File: src/verilog/dcfg_cfg.svh
// Constants for the per-channel comparator and function configuration block.
// Assumes a 200 MHz core clock and 16-bit registers.
`ifndef DCFG_CFG_SVH
`define DCFG_CFG_SVH
// Register addresses, one pair per channel
`define DCFG_ADDR_CMP_A  8'h05
`define DCFG_ADDR_FUNC_A 8'h06
`define DCFG_ADDR_CMP_B  8'h17
`define DCFG_ADDR_FUNC_B 8'h18
// Field positions
`define DCFG_CMP_LSB   10
`define DCFG_CLR_BIT   15
`define DCFG_SYNC_BIT  14
`define DCFG_BRD_BIT   13
`define DCFG_LOG_BIT   7
`define DCFG_CODE_LSB  4
// Reset and clear values
`define DCFG_RST_VAL   16'h0000
`define DCFG_ZERO_CODE 12'h000
`define DCFG_MID_CODE  12'h800
// Phase offsets on a 8192-unit waveform period
`define DCFG_PH_0      13'h0000
`define DCFG_PH_120    13'h0AAB
`define DCFG_PH_240    13'h1555
`define DCFG_PH_90     13'h0800
// Clock rate and step interval times in ns
`define DCFG_CLK_MHZ   200
`define DCFG_T01_NS    4000
`define DCFG_T02_NS    8000
`define DCFG_T03_NS    12000
`define DCFG_T04_NS    18000
`define DCFG_T05_NS    27040
`define DCFG_T06_NS    40480
`define DCFG_T07_NS    60720
`define DCFG_T08_NS    91120
`define DCFG_T09_NS    136720
`define DCFG_T10_NS    418640
`define DCFG_T11_NS    732560
`define DCFG_T12_NS    1282000
`define DCFG_T13_NS    5127920
`define DCFG_CYC(ns)   ((ns) * `DCFG_CLK_MHZ / 1000)
`endif

File: src/verilog/dcfg_pkg.sv
// Types shared by the configuration block.
// Assumes dcfg_cfg.svh is on the include path.
`default_nettype none
package dcfg_pkg;
    // Waveform shape codes
    typedef enum logic [2:0] {
        DCFG_SH_TRI = 3'h0,
        DCFG_SH_SAW = 3'h1,
        DCFG_SH_INV = 3'h2,
        DCFG_SH_SIN = 3'h4,
        DCFG_SH_OFF = 3'h7
    } dcfg_shape_t;
    // Comparator variant codes
    typedef enum logic [1:0] {
        DCFG_CMP_PLAIN = 2'h0,
        DCFG_CMP_HYST  = 2'h1,
        DCFG_CMP_WIN   = 2'h2
    } dcfg_cmp_t;
    // Per-channel state
    typedef struct packed {
        logic [1:0]  cmp_mode;  // Comparator variant field
        logic [15:0] func;      // Function register
        logic [11:0] pend;      // Code held for a load trigger
        logic        pend_v;    // Held code present
        logic [11:0] target;    // Code the output moves to
        logic [11:0] code;      // Code driven out
        logic [12:0] ph;        // Waveform phase
        logic [20:0] tmr;       // Step interval timer
        logic [3:0]  icode_q;   // Interval code the timer runs on
        logic        hyst;      // Hysteresis active
        logic        win;       // Window active
    } dcfg_chan_t;
    // Whole block state
    typedef struct packed {
        dcfg_chan_t [1:0] ch;
        logic [15:0]      rdata;
        logic             trig_q;  // Last load trigger level
    } dcfg_state_t;
endpackage
`default_nettype wire

File: src/verilog/dcfg_top.sv
// Two-channel comparator variant and function generator configuration.
// Assumes a register decoder upstream delivering one-cycle strobes,
// all inputs synchronous to ref_clk_i.
//
// Function
// Two channels, each with own register pair
// Variant 00: plain comparator
// Variant 01: hysteresis from bound codes
// Variant 10: window between bound codes
// Host never writes variant 11
// Bit 15 clears to zero or mid-scale
// Bit 14 low: written code applies at once
// Bit 14 high: hold until load trigger
// Bit 13 accepts broadcast writes
// Phase field offsets waveform 0/120/240/90
// Shapes: triangle, sawtooth, inverse sawtooth
// Shape 100 sine, 111 off
// Bit 7 low selects linear slew
// Increment codes map to 1..32 LSB
// Interval 0000 jumps without slewing
// Host avoids interval 0000 with waveforms
// Interval codes set time per step
// Variant acts only when comparator enabled
// Bit 7 high: logarithmic 3.125% steps
// Bound codes left-aligned in bits 15-4
// Timer counts cycles, restarts on change
// Unused bits read zero, ignore writes
`timescale 1ns/1ps
`include "dcfg_cfg.svh"
`default_nettype none

module dcfg_top #(
    // Cycles per interval code; long counts may be shortened in simulation
    parameter int unsigned SLEW_CYC [16] = '{
        1,
        `DCFG_CYC(`DCFG_T01_NS), `DCFG_CYC(`DCFG_T02_NS),
        `DCFG_CYC(`DCFG_T03_NS), `DCFG_CYC(`DCFG_T04_NS),
        `DCFG_CYC(`DCFG_T05_NS), `DCFG_CYC(`DCFG_T06_NS),
        `DCFG_CYC(`DCFG_T07_NS), `DCFG_CYC(`DCFG_T08_NS),
        `DCFG_CYC(`DCFG_T09_NS), `DCFG_CYC(`DCFG_T10_NS),
        `DCFG_CYC(`DCFG_T11_NS), `DCFG_CYC(`DCFG_T12_NS),
        `DCFG_CYC(`DCFG_T13_NS), `DCFG_CYC(`DCFG_T13_NS),
        `DCFG_CYC(`DCFG_T13_NS)
    }
) (
    input  wire logic             ref_clk_i,
    input  wire logic             rstn_i,
    input  wire logic             reg_wr_i,
    input  wire logic             reg_rd_i,
    input  wire logic [7:0]       reg_addr_i,
    input  wire logic [15:0]      reg_wdata_i,
    output logic      [15:0]      reg_rdata_o,
    input  wire logic [1:0]       data_wr_i,
    input  wire logic [15:0]      data_i,
    input  wire logic             bcast_wr_i,
    input  wire logic [15:0]      bcast_data_i,
    input  wire logic             load_trigger_n_i,
    input  wire logic             load_bit_i,
    input  wire logic [1:0]       clear_i,
    input  wire logic [1:0][15:0] bound_hi_i,
    input  wire logic [1:0][15:0] bound_lo_i,
    input  wire logic [1:0]       comparator_enable_i,
    input  wire logic [1:0]       iout_pdn_i,
    input  wire logic [1:0]       vout_en_i,
    output logic      [1:0][11:0] dac_code_o,
    output logic      [1:0]       hyst_en_o,
    output logic      [1:0]       window_en_o
);
    import dcfg_pkg::*;

    ////////////////////////////////////////////////////////////////////
    // Functions

    // Address decode: {hit, channel, is function register}
    function automatic logic [2:0] decode(input logic [7:0] a);
        unique case (a)
            `DCFG_ADDR_CMP_A:  decode = 3'h4;
            `DCFG_ADDR_FUNC_A: decode = 3'h5;
            `DCFG_ADDR_CMP_B:  decode = 3'h6;
            `DCFG_ADDR_FUNC_B: decode = 3'h7;
            default:           decode = 3'h0;
        endcase
    endfunction

    // Code change per linear step
    function automatic logic [5:0] inc_lut(input logic [2:0] k);
        unique case (k)
            3'h0: inc_lut = 6'h01;
            3'h1: inc_lut = 6'h02;
            3'h2: inc_lut = 6'h03;
            3'h3: inc_lut = 6'h04;
            3'h4: inc_lut = 6'h06;
            3'h5: inc_lut = 6'h08;
            3'h6: inc_lut = 6'h10;
            3'h7: inc_lut = 6'h20;
        endcase
    endfunction

    // Logarithmic interval field to the matching linear interval code
    function automatic logic [3:0] log_code(input logic [2:0] k);
        unique case (k)
            3'h0: log_code = 4'h1;
            3'h1: log_code = 4'h3;
            3'h2: log_code = 4'h5;
            3'h3: log_code = 4'h7;
            3'h4: log_code = 4'h9;
            3'h5: log_code = 4'hA;
            3'h6: log_code = 4'hC;
            3'h7: log_code = 4'hD;
        endcase
    endfunction

    // Phase to 12-bit fraction of the span, per shape
    function automatic logic [11:0] shape_fn(input logic [2:0] sh,
                                             input logic [12:0] e);
        logic [11:0] tri_v;
        logic [23:0] p2;
        logic [23:0] p3;
        logic [13:0] s;
        tri_v = e[12] ? ~e[11:0] : e[11:0];
        p2 = tri_v * tri_v;
        p3 = p2[23:12] * tri_v;
        s = 14'(3 * p2[23:12]) - 14'(2 * p3[23:12]);
        unique case (sh)
            DCFG_SH_SAW: shape_fn = e[11:0];
            DCFG_SH_INV: shape_fn = ~e[11:0];
            // Smoothstep of the triangle stands in for a sine table
            DCFG_SH_SIN: shape_fn = s[13:12] != 2'h0 ? 12'hFFF
                                                     : s[11:0];
            default:     shape_fn = tri_v;
        endcase
    endfunction

    ////////////////////////////////////////////////////////////////////
    // State

    dcfg_state_t st;       // Registered state
    dcfg_state_t next_st;  // Next state

    // Working values, written only by the next-state process
    logic [1:0][2:0]  dec_w;    // Decode of register address
    logic [1:0][3:0]  icode;    // Active interval code
    logic [1:0]       tick;     // Step strobe
    logic [1:0][12:0] eff_ph;   // Phase with offset
    logic [1:0][11:0] hi;       // Upper bound code
    logic [1:0][11:0] lo;       // Lower bound code
    logic [1:0][11:0] span;     // Upper minus lower
    logic [1:0][23:0] prod;     // Span scaled by shape
    logic [1:0][12:0] sum;      // Code plus or minus step
    logic [1:0][11:0] step;     // Step size
    logic [1:0]       up;       // Moving upward
    logic             trig;     // Load event

    ////////////////////////////////////////////////////////////////////
    // Next-state logic
    always_comb begin
        next_st = st;
        dec_w = '0;
        icode = '0;
        tick = '0;
        eff_ph = '0;
        hi = '0;
        lo = '0;
        span = '0;
        prod = '0;
        sum = '0;
        step = '0;
        up = '0;
        // Falling edge of the pin or the software load bit
        trig = (st.trig_q & ~load_trigger_n_i) | load_bit_i;
        next_st.trig_q = load_trigger_n_i;
        next_st.rdata = '0;
        for (int c = 0; c < 2; c++) begin
            dec_w[c] = decode(reg_addr_i);
            // Register writes; only defined fields are stored
            if (reg_wr_i && dec_w[c][2] && dec_w[c][1] == 1'(c)) begin
                if (dec_w[c][0]) begin
                    next_st.ch[c].func = reg_wdata_i;
                end else begin
                    next_st.ch[c].cmp_mode =
                        reg_wdata_i[`DCFG_CMP_LSB+1:`DCFG_CMP_LSB];
                end
            end
            // Register reads, undefined bits as zero
            if (reg_rd_i && dec_w[c][2] && dec_w[c][1] == 1'(c)) begin
                next_st.rdata = dec_w[c][0] ? st.ch[c].func
                    : 16'({st.ch[c].cmp_mode, 10'h000});
            end
            // Comparator variant gated by enable and output modes
            next_st.ch[c].hyst = comparator_enable_i[c] & iout_pdn_i[c]
                & vout_en_i[c] & (st.ch[c].cmp_mode == DCFG_CMP_HYST);
            next_st.ch[c].win = comparator_enable_i[c] & iout_pdn_i[c]
                & vout_en_i[c] & (st.ch[c].cmp_mode == DCFG_CMP_WIN);
            // Plain mode and 11 leave both off
            // Deferred codes move across on a load event
            if (trig && st.ch[c].pend_v) begin
                next_st.ch[c].target = st.ch[c].pend;
                next_st.ch[c].pend_v = 1'b0;
            end
            // Direct or broadcast code write
            if (data_wr_i[c] || (bcast_wr_i && st.ch[c].func[`DCFG_BRD_BIT])) begin
                if (st.ch[c].func[`DCFG_SYNC_BIT]) begin
                    next_st.ch[c].pend = data_wr_i[c] ? data_i[15:4]
                                                      : bcast_data_i[15:4];
                    next_st.ch[c].pend_v = 1'b1;
                end else begin
                    next_st.ch[c].target = data_wr_i[c] ? data_i[15:4]
                                                        : bcast_data_i[15:4];
                end
            end
            // Bound codes, low nibble ignored
            hi[c] = bound_hi_i[c][15:`DCFG_CODE_LSB];
            lo[c] = bound_lo_i[c][15:`DCFG_CODE_LSB];
            span[c] = hi[c] >= lo[c] ? hi[c] - lo[c] : 12'h000;
            up[c] = st.ch[c].target > st.ch[c].code;
            // Interval code per slew style
            if (st.ch[c].func[`DCFG_LOG_BIT]) begin
                icode[c] = log_code(up[c] ? st.ch[c].func[6:4]
                                          : st.ch[c].func[3:1]);
            end else begin
                icode[c] = st.ch[c].func[3:0];
            end
            // Step timer restarts whenever the interval code changes
            if (icode[c] != st.ch[c].icode_q) begin
                next_st.ch[c].icode_q = icode[c];
                next_st.ch[c].tmr = 21'(SLEW_CYC[icode[c]] - 1);
            end else if (st.ch[c].tmr == 21'h000000) begin
                next_st.ch[c].tmr = 21'(SLEW_CYC[icode[c]] - 1);
                tick[c] = 1'b1;
            end else begin
                next_st.ch[c].tmr = st.ch[c].tmr - 21'h000001;
            end
            // Waveform generation or slewing toward the target
            if (st.ch[c].func[10:8] != DCFG_SH_OFF) begin
                // Interval 0000 is not a valid generator setting; hold
                if (icode[c] != 4'h0 && tick[c]) begin
                    next_st.ch[c].ph = st.ch[c].ph
                        + 13'(inc_lut(st.ch[c].func[6:4]));
                end
                unique case (st.ch[c].func[12:11])
                    2'h0: eff_ph[c] = st.ch[c].ph + `DCFG_PH_0;
                    2'h1: eff_ph[c] = st.ch[c].ph + `DCFG_PH_120;
                    2'h2: eff_ph[c] = st.ch[c].ph + `DCFG_PH_240;
                    2'h3: eff_ph[c] = st.ch[c].ph + `DCFG_PH_90;
                endcase
                prod[c] = span[c] * shape_fn(st.ch[c].func[10:8], eff_ph[c]);
                next_st.ch[c].code = lo[c] + prod[c][23:12];
            end else if (icode[c] == 4'h0) begin
                next_st.ch[c].code = st.ch[c].target;
            end else if (tick[c] && st.ch[c].code != st.ch[c].target) begin
                if (st.ch[c].func[`DCFG_LOG_BIT]) begin
                    // Step is 1/32 of the present code, at least one LSB
                    step[c] = st.ch[c].code[11:5] == 7'h00 ? 12'h001
                                : 12'(st.ch[c].code[11:5]);
                end else begin
                    step[c] = 12'(inc_lut(st.ch[c].func[6:4]));
                end
                if (up[c]) begin
                    sum[c] = 13'(st.ch[c].code) + 13'(step[c]);
                    next_st.ch[c].code = sum[c] > 13'(st.ch[c].target)
                        ? st.ch[c].target : sum[c][11:0];
                end else begin
                    sum[c] = 13'(st.ch[c].code) - 13'(step[c]);
                    next_st.ch[c].code = (sum[c][12]
                        || sum[c][11:0] < st.ch[c].target)
                        ? st.ch[c].target : sum[c][11:0];
                end
            end
            // Clear overrides every other code source
            if (clear_i[c]) begin
                next_st.ch[c].code = st.ch[c].func[`DCFG_CLR_BIT]
                    ? `DCFG_MID_CODE : `DCFG_ZERO_CODE;
                next_st.ch[c].target = next_st.ch[c].code;
                next_st.ch[c].pend_v = 1'b0;
                next_st.ch[c].ph = '0;
            end
        end
    end

    ////////////////////////////////////////////////////////////////////
    // State register with synchronous reset
    always_ff @(posedge ref_clk_i) begin
        if (!rstn_i) begin
            st <= '0;
            st.ch[0].func <= `DCFG_RST_VAL;
            st.ch[1].func <= `DCFG_RST_VAL;
            st.trig_q <= 1'b1;
        end else begin
            st <= next_st;
        end
    end

    ////////////////////////////////////////////////////////////////////
    // Outputs straight from state
    assign reg_rdata_o = st.rdata;
    assign dac_code_o[0] = st.ch[0].code;
    assign dac_code_o[1] = st.ch[1].code;
    assign hyst_en_o = {st.ch[1].hyst, st.ch[0].hyst};
    assign window_en_o = {st.ch[1].win, st.ch[0].win};

endmodule // dcfg_top

`default_nettype wire

File: config.mk
export PLATFORM = sky130hd
export DESIGN_NAME = dcfg_top
export DESIGN_NICKNAME = d
export VERILOG_FILES = /design/src/verilog/dcfg_pkg.sv /design/src/verilog/dcfg_top.sv
export VERILOG_INCLUDE_DIRS = /design/src /design/src/verilog
export SDC_FILE = /design/constraint.sdc
export NUM_CORES = 2
export LEC_CHECK = 0
export ABC_CLOCK_PERIOD_IN_PS = 29400
export BUFFER_PORTS_ARGS = -buffer_cell sky130_fd_sc_hd__buf_2
export CAP_MARGIN = 20
export CORE_UTILIZATION = 55
export CTS_BUF_LIST = sky130_fd_sc_hd__clkbuf_8 sky130_fd_sc_hd__clkbuf_16
export DETAILED_ROUTE_END_ITERATION = 10
export PLACE_DENSITY = 0.72
export SLEW_MARGIN = 5
export SYNTH_ARGS = -nofsm -noshare
export SYNTH_HDL_FRONTEND = slang
export SYNTH_SLANG_ARGS = --single-unit
export TNS_END_PERCENT = 10
File: constraint.sdc
create_clock -name ref_clk_i -period 29.4 [get_ports ref_clk_i]
set_input_delay 7.35 -clock ref_clk_i [delete_from_list [all_inputs] [get_ports ref_clk_i]]
set_output_delay 7.35 -clock ref_clk_i [all_outputs]
set_load 0.02 [all_outputs]
== Word-level counts from Yosys, hierarchy flattened ==
Memories as Yosys holds them, arrays and structs flattened. A register that Yosys moved wholly into a read port is not among the register bits.
Cells that the tools add are included.
Widths: inputs -> output; s select.
Cells by class
  $add $sub $neg: 22
  multipliers: 8
  order comparisons: 10
  equality and inequality tests: 26
  muxes and demuxes: 87
  bitwise operators: 18
  reduce and logical (&&, ||, !) cells: 42
Operators by type and width (number)
  $mux 12: 32
  $mux 21: 8
  $mul 12x12->24: 6
  $mux 13: 10
  $pmux 13 s4: 2
  $sub 21x1->21 const B: 4
  $mux 37: 2
  $pmux 12 s3: 2
  $mux 16: 4
  $add 13x12->13 const B: 4
  $logic_not 21->1: 2
  $mux 3: 10
  $mul 2x12->14 const A: 2
  $mux 7: 4
  $sub 14x13->14: 2
  $add 12x12->13: 2
  $add 13x13->13 const B: 2
  $add 13x6->13: 2
  $gt 13x12->1: 2
  $sub 12x12->13: 2
  $add 12x12->12: 2
  $ge 12x12->1: 2
  $gt 12x12->1: 2
  $lt 12x12->1: 2
  30 further kinds: 101
Storage, ports and cells
  bits in registers: 207
  ROM bits: 1280
  bits of input ports: 137
  memories: 8
Memories
  (name not given): words 16, width 32, rd ports 1, clocked after memory_dff 0, write ports 0, line dcfg_top.sv:228  | next_st.ch[c].tmr = 21'(SLEW_CYC[icode[c]] - 1);
  (name not given): words 16, width 32, rd ports 1, clocked after memory_dff 0, write ports 0, line dcfg_top.sv:228
  (name not given): words 8, width 6, rd ports 1, clocked after memory_dff 1, write ports 0, line dcfg_top.sv:87  | unique case (k)
  (name not given): words 8, width 6, rd ports 1, clocked after memory_dff 1, write ports 0, line dcfg_top.sv:87
  (name not given): words 8, width 6, rd ports 1, clocked after memory_dff 1, write ports 0, line dcfg_top.sv:87
  (name not given): words 8, width 6, rd ports 1, clocked after memory_dff 1, write ports 0, line dcfg_top.sv:87
  2 more memories

== Depth between registers and ports, before layout ==
An unclocked memory read counts as a cell.
  depth in word-level cells: 19
  depth in mapped cells: 111

== Least setup slack after synthesis ==
OpenSTA, ideal clock, no wires.
  kind: flip-flop to flip-flop
  start point: register st[105] (netlist name)
  end point: register st, in the netlist dac_code_o[11]
  data arrival time: 23.060 ns
  required time: 29.277 ns
  slack: 6.217 ns
  stages on the path, launching flop included: 101
  buffers on the path: 6
  period minus slack after synthesis: 23.183 ns
  path through: dfxtp_1 > inv_1 > ha_1 > buf_4 > inv_1 > clkbuf_1 > ha_1 > a21oi_1 > o21ai_0 > a21oi_1 > o21ai_0 > a211o_1 > a31oi_1 > a2111oi_0 > or4_1 > a311oi_1 > a21oi_1 > xnor2_1 > [... 65 more ...] > and4_1 > a2111oi_0 > nand2_1 > a221o_1 > a2111oi_0 > nor2_1 > o2111ai_1 > a31oi_1 > nor2b_1 > ha_1 > or2_2 > a21oi_1 > a21oi_1 > xnor2_1 > mux2i_1 > o221ai_1 > o221ai_1 > o21ai_1
Between the ends
  cells in the longest elaborated chain, start to end: 16
  elaborated cells between the ends (all ways): 20
  classes of those cells: add/sub (2); mul (4); eq/ne (3); mux (8); bitwise (1); reduce/logical (2)
Ends and longest elaborated chain
  from (decl): line dcfg_top.sv:137  | dcfg_state_t st;
  from (signal assigned): line dcfg_top.sv:289  | st <= next_st;
  $eq 2x2->1 (tied with other cells): line dcfg_top.sv:240  | unique case (st.ch[c].func[12:11])
  $pmux 13 s4 *: line dcfg_top.sv:240
  $mux 13 *: line dcfg_top.sv:234  | if (st.ch[c].func[10:8] != DCFG_SH_OFF) begin
  $not 12->12: line dcfg_top.sv:120, dcfg_top.sv:126
  $mux 12: line dcfg_top.sv:120  | tri_v = e[12] ? ~e[11:0] : e[11:0];
  $mul 12x12->24: line dcfg_top.sv:121  | p2 = tri_v * tri_v;
  $mul 2x12->14 / $mul 12x12->24 (equally long branches): line dcfg_top.sv:123, dcfg_top.sv:122
  $sub 14x13->14: line dcfg_top.sv:123  | s = 14'(3 * p2[23:12]) - 14'(2 * p3[23:12]);
  $reduce_bool 2->1: line dcfg_top.sv:128  | DCFG_SH_SIN: shape_fn = s[13:12] != 2'h0 ? 12'hFFF
  $mux 12: line dcfg_top.sv:128
  $pmux 12 s3 *: line dcfg_top.sv:124  | unique case (sh)
  $mux 12 *: line dcfg_top.sv:234
  $mul 12x12->24 *: line dcfg_top.sv:246  | prod[c] = span[c] * shape_fn(st.ch[c].func[10:8], eff_ph[c]);
  $add 12x12->12 *: line dcfg_top.sv:247  | next_st.ch[c].code = lo[c] + prod[c][23:12];
  $mux 12 *: line dcfg_top.sv:234
  $mux 37 *: line dcfg_top.sv:270  | if (clear_i[c]) begin
Mark *: on every way between the ends. The rest lies on a longest branch, timed or not. The select of a mux whose other input is x is not followed.
A chain may end at the register's enable or synchronous reset.

== Final worst setup path ==
  start point: register st[201] (netlist name)
  end point: register st, in the netlist dac_code_o[23]
The elaborated chain is that of the path after synthesis.

==> impl_metrics.yaml <==
outcome:
  outcome: "completed"
sta:
  worst_slew_pin_slew_ps: 1150
  relSlewSlack: 0.230
  setup_tns_ps: 0
  slew_violations: 0
  finClkSkew_ps: 22.0
  final_hold_viol_count: 0
  max_clock_freq_ghz: 0.0363
  setup_viol: 0
  hold_ws_ps: 458
  fin_crit_ps: 27560
  post-route-period-util: 0.938
  rsz0062_at_grt: "no"
pwr:
  pwr-share-comb: 0.303
  p_per_area_nw_per_um2: 19.9
  power_switching_mw: 0.320
  seqPwrFrac: 0.365
  vdd_drop_max_v: 0.0000483
  leakage_nw: 24.1
  clkPwrFrac: 0.332
  p_int_mw: 0.628
  swShare: 0.338
yosys:
  synth_nets: 6856
  async_flop_share: 0
  synth_ff_type: "dfxtp_1"
  syn_inst: 5573
  syn_area_um2: 45400
  synth.ff_latch_count: 219
  ys_warn_count: 0
  synth_area_leader_cell: "fa_1"
  synthDistinctLibCells: 100
  ys_seq_area_frac: 0.0965
  synth_top_area_frac: 0.256
  synth.top_cells.by_area: "fa_1 (26%), ha_1 (16%), dfxtp_1 (9.7%), inv_1 (7.5%), nand2_1 (4.8%)"
  synth-edff-count: 0
  syn_avg_cell_area_um2: 8.15
run:
  drv_cap: 0
grt:
  grtUsageTotal: 0.282
  antenna_found_initial: 9
  grt-ovfl-total: 0
  grt_pass1_wl_um: 193000
  grt_max_degree: 53
  grt_pass1_vias: 38100
critical_path:
  path_buf_inv: 16
  cpPeakStageDelay_ps: 780
  critPathSlowestCell: "ha_1"
  setup.worst_path.start_class: "flop"
  end_kind: "flop"
  crit_type: "reg -> reg"
  crit_fanout: 25
  cp_top_family: "adder cells"
  required_ps: 29780
  crit_path_frequent_cell: "fa_1"
  arrival_ps: 27940
drt:
  drt_first_iter_violations: 2668
  vias: 38000
  vias_per_cell: 5.71
  routed_wl_um: 116000
  wl_per_cell_um: 17.4
  first_pass_iters: 6
  ant_nets: 0
  drc: 0
layout:
  final_area_um2: 47800
  layout-drive-gt1-share: 0.0683
  utilization: 0.583
  stdcell_count: 6653
  fillers: 7360
  finalNetCount: 6846
  synthToLayoutAreaGrowth_pct: 5.12
clock_network:
  cts_buffers: 23
  clock-sinks: 219
  cts-root-buf: "clkbuf_16"
  cts_tree: "done"
  ctsResizeCount: 0
  clk_latency_ps: 540
  cts.clk_slew.worst_paths_ps: 60
  post_cts_buffers: 0
  htreeDepth: 1
  ctsHoldBuffers: 0
  clockBufferDepth: 3
die:
  die_x_um: 289
  num_rows: 105
  dieArea_um2: 83700
  coreArea_um2: 81800
  dieHeight_um: 289
  ios: 181
  start_util: 0.555
placement:
  gp_congestion: 0.921
  hpwl_um: 93700
  io_buffers: 156
  dpl_cell_area_um2: 46900
  placed_cells: 6607
hold_path:
  hp-class: "reg -> reg"
[layout make-up]
| type | instances | area, um^2 | share of cell area |
|---|---|---|---|
| diodes | 4 | 10.0 | 0.000210 |
| clock buffers | 26 | 617 | 0.0129 |
| clock inverters | 15 | 188 | 0.00393 |
| inverters | 920 | 3450 | 0.0723 |
| multi-input cells | 4179 | 36500 | 0.764 |
| flip-flops and latches | 219 | 4380 | 0.0918 |
| well taps | 1070 | 1340 | 0.0280 |
| repair buffers | 220 | 1270 | 0.0266 |
[flip-flops by register name (all words and copies together) (netlist names), named ones only]
name         flops
st             163
dac_code_o      24
reg_rdata_o     16
hyst_en_o        2
window_en_o      2
[stage by stage]
stage	power (mW)	worst slack (ps)
2_1_floorplan	0.564	6220
3_3_place_gp	0.628	2710
3_5_place_dp	0.634	2320
4_1_cts	0.949	2150
5_1_grt	0.998	21.6
6_report	0.948	1840
[per-layer routing]
layer / vias to the layer above / GRT usage / part of all wire
li1: 18200 / - / -
met1: 18400 / 0.392 / 0.44
met2: 1187 / 0.464 / 0.46
met3: 185 / 0.0376 / 0.071
met4: 6 / 0.0674 / 0.023
met5: - / 0 / 0.00030
[placed cells by master (no fill, tap or decap), types with 85 or more instances in the layout]
cell and n:
inv_1 904, nand2_1 586, fa_1 582, nor2_1 579
ha_1 564, dfxtp_1 219, a21oi_1 215, xnor2_1 188
buf_2 156, o21ai_0 154, nor3_1 94, xor2_1 87
mux2i_1 85
[final timing paths]
kind	start	to	slack [ps]	cells after the start
worst min register to register	st[118]	st[118]	460	1
worst max register to register	st[201]	dac_code_o[23]	1840	97
worst max-delay path	st[201]	dac_code_o[23]	1840	97
worst min-delay path	st[118]	st[118]	460	1
[cells by family (layout without fill, tap and decap cells)]
group / after synthesis / in the layout / synth area share
flip-flops: 219 / 219 / 0.0965
adder cells (fa/ha/maj): 1146 / 1146 / 0.412
buffers and inverters: 1175 / 1181 / 0.101
multiplexers: 138 / 138 / 0.0324
other: 0 / 4 / 0
XOR/XNOR: 283 / 283 / 0.0549
AND/OR/NAND/NOR: 1720 / 1720 / 0.171
AO/OA/AOI/OAI: 892 / 892 / 0.132
[cells in the mapped netlist (28+ instances only)]
cell,n
nor2_1,581
a21oi_1,215
dfxtp_1,219
a211oi_1,44
nand4_1,36
a221oi_1,28
buf_4,47
a22oi_1,35
clkbuf_1,183
nand2b_1,62
and3_1,28
inv_1,902
o21a_1,49
xnor2_1,193
ha_1,564
a21o_1,82
mux2i_1,85
fa_1,582
nor3_1,94
o21ai_0,154
nand2_1,586
and2_1,60
mux2_2,47
or3_1,46
o22ai_1,30
xor2_1,88
nor2b_1,52
nand3_1,69
[power by group through the flow]
stage / clock network [mW] / logic [mW] / registers [mW]
2_1_floorplan: 0 / 0.218 / 0.346
3_3_place_gp: 0 / 0.276 / 0.351
3_5_place_dp: 0 / 0.281 / 0.353
4_1_cts: 0.319 / 0.284 / 0.346
5_1_grt: 0.329 / 0.319 / 0.349
6_report: 0.315 / 0.287 / 0.346
No activity file was read; power rests on OpenSTA's default activity.
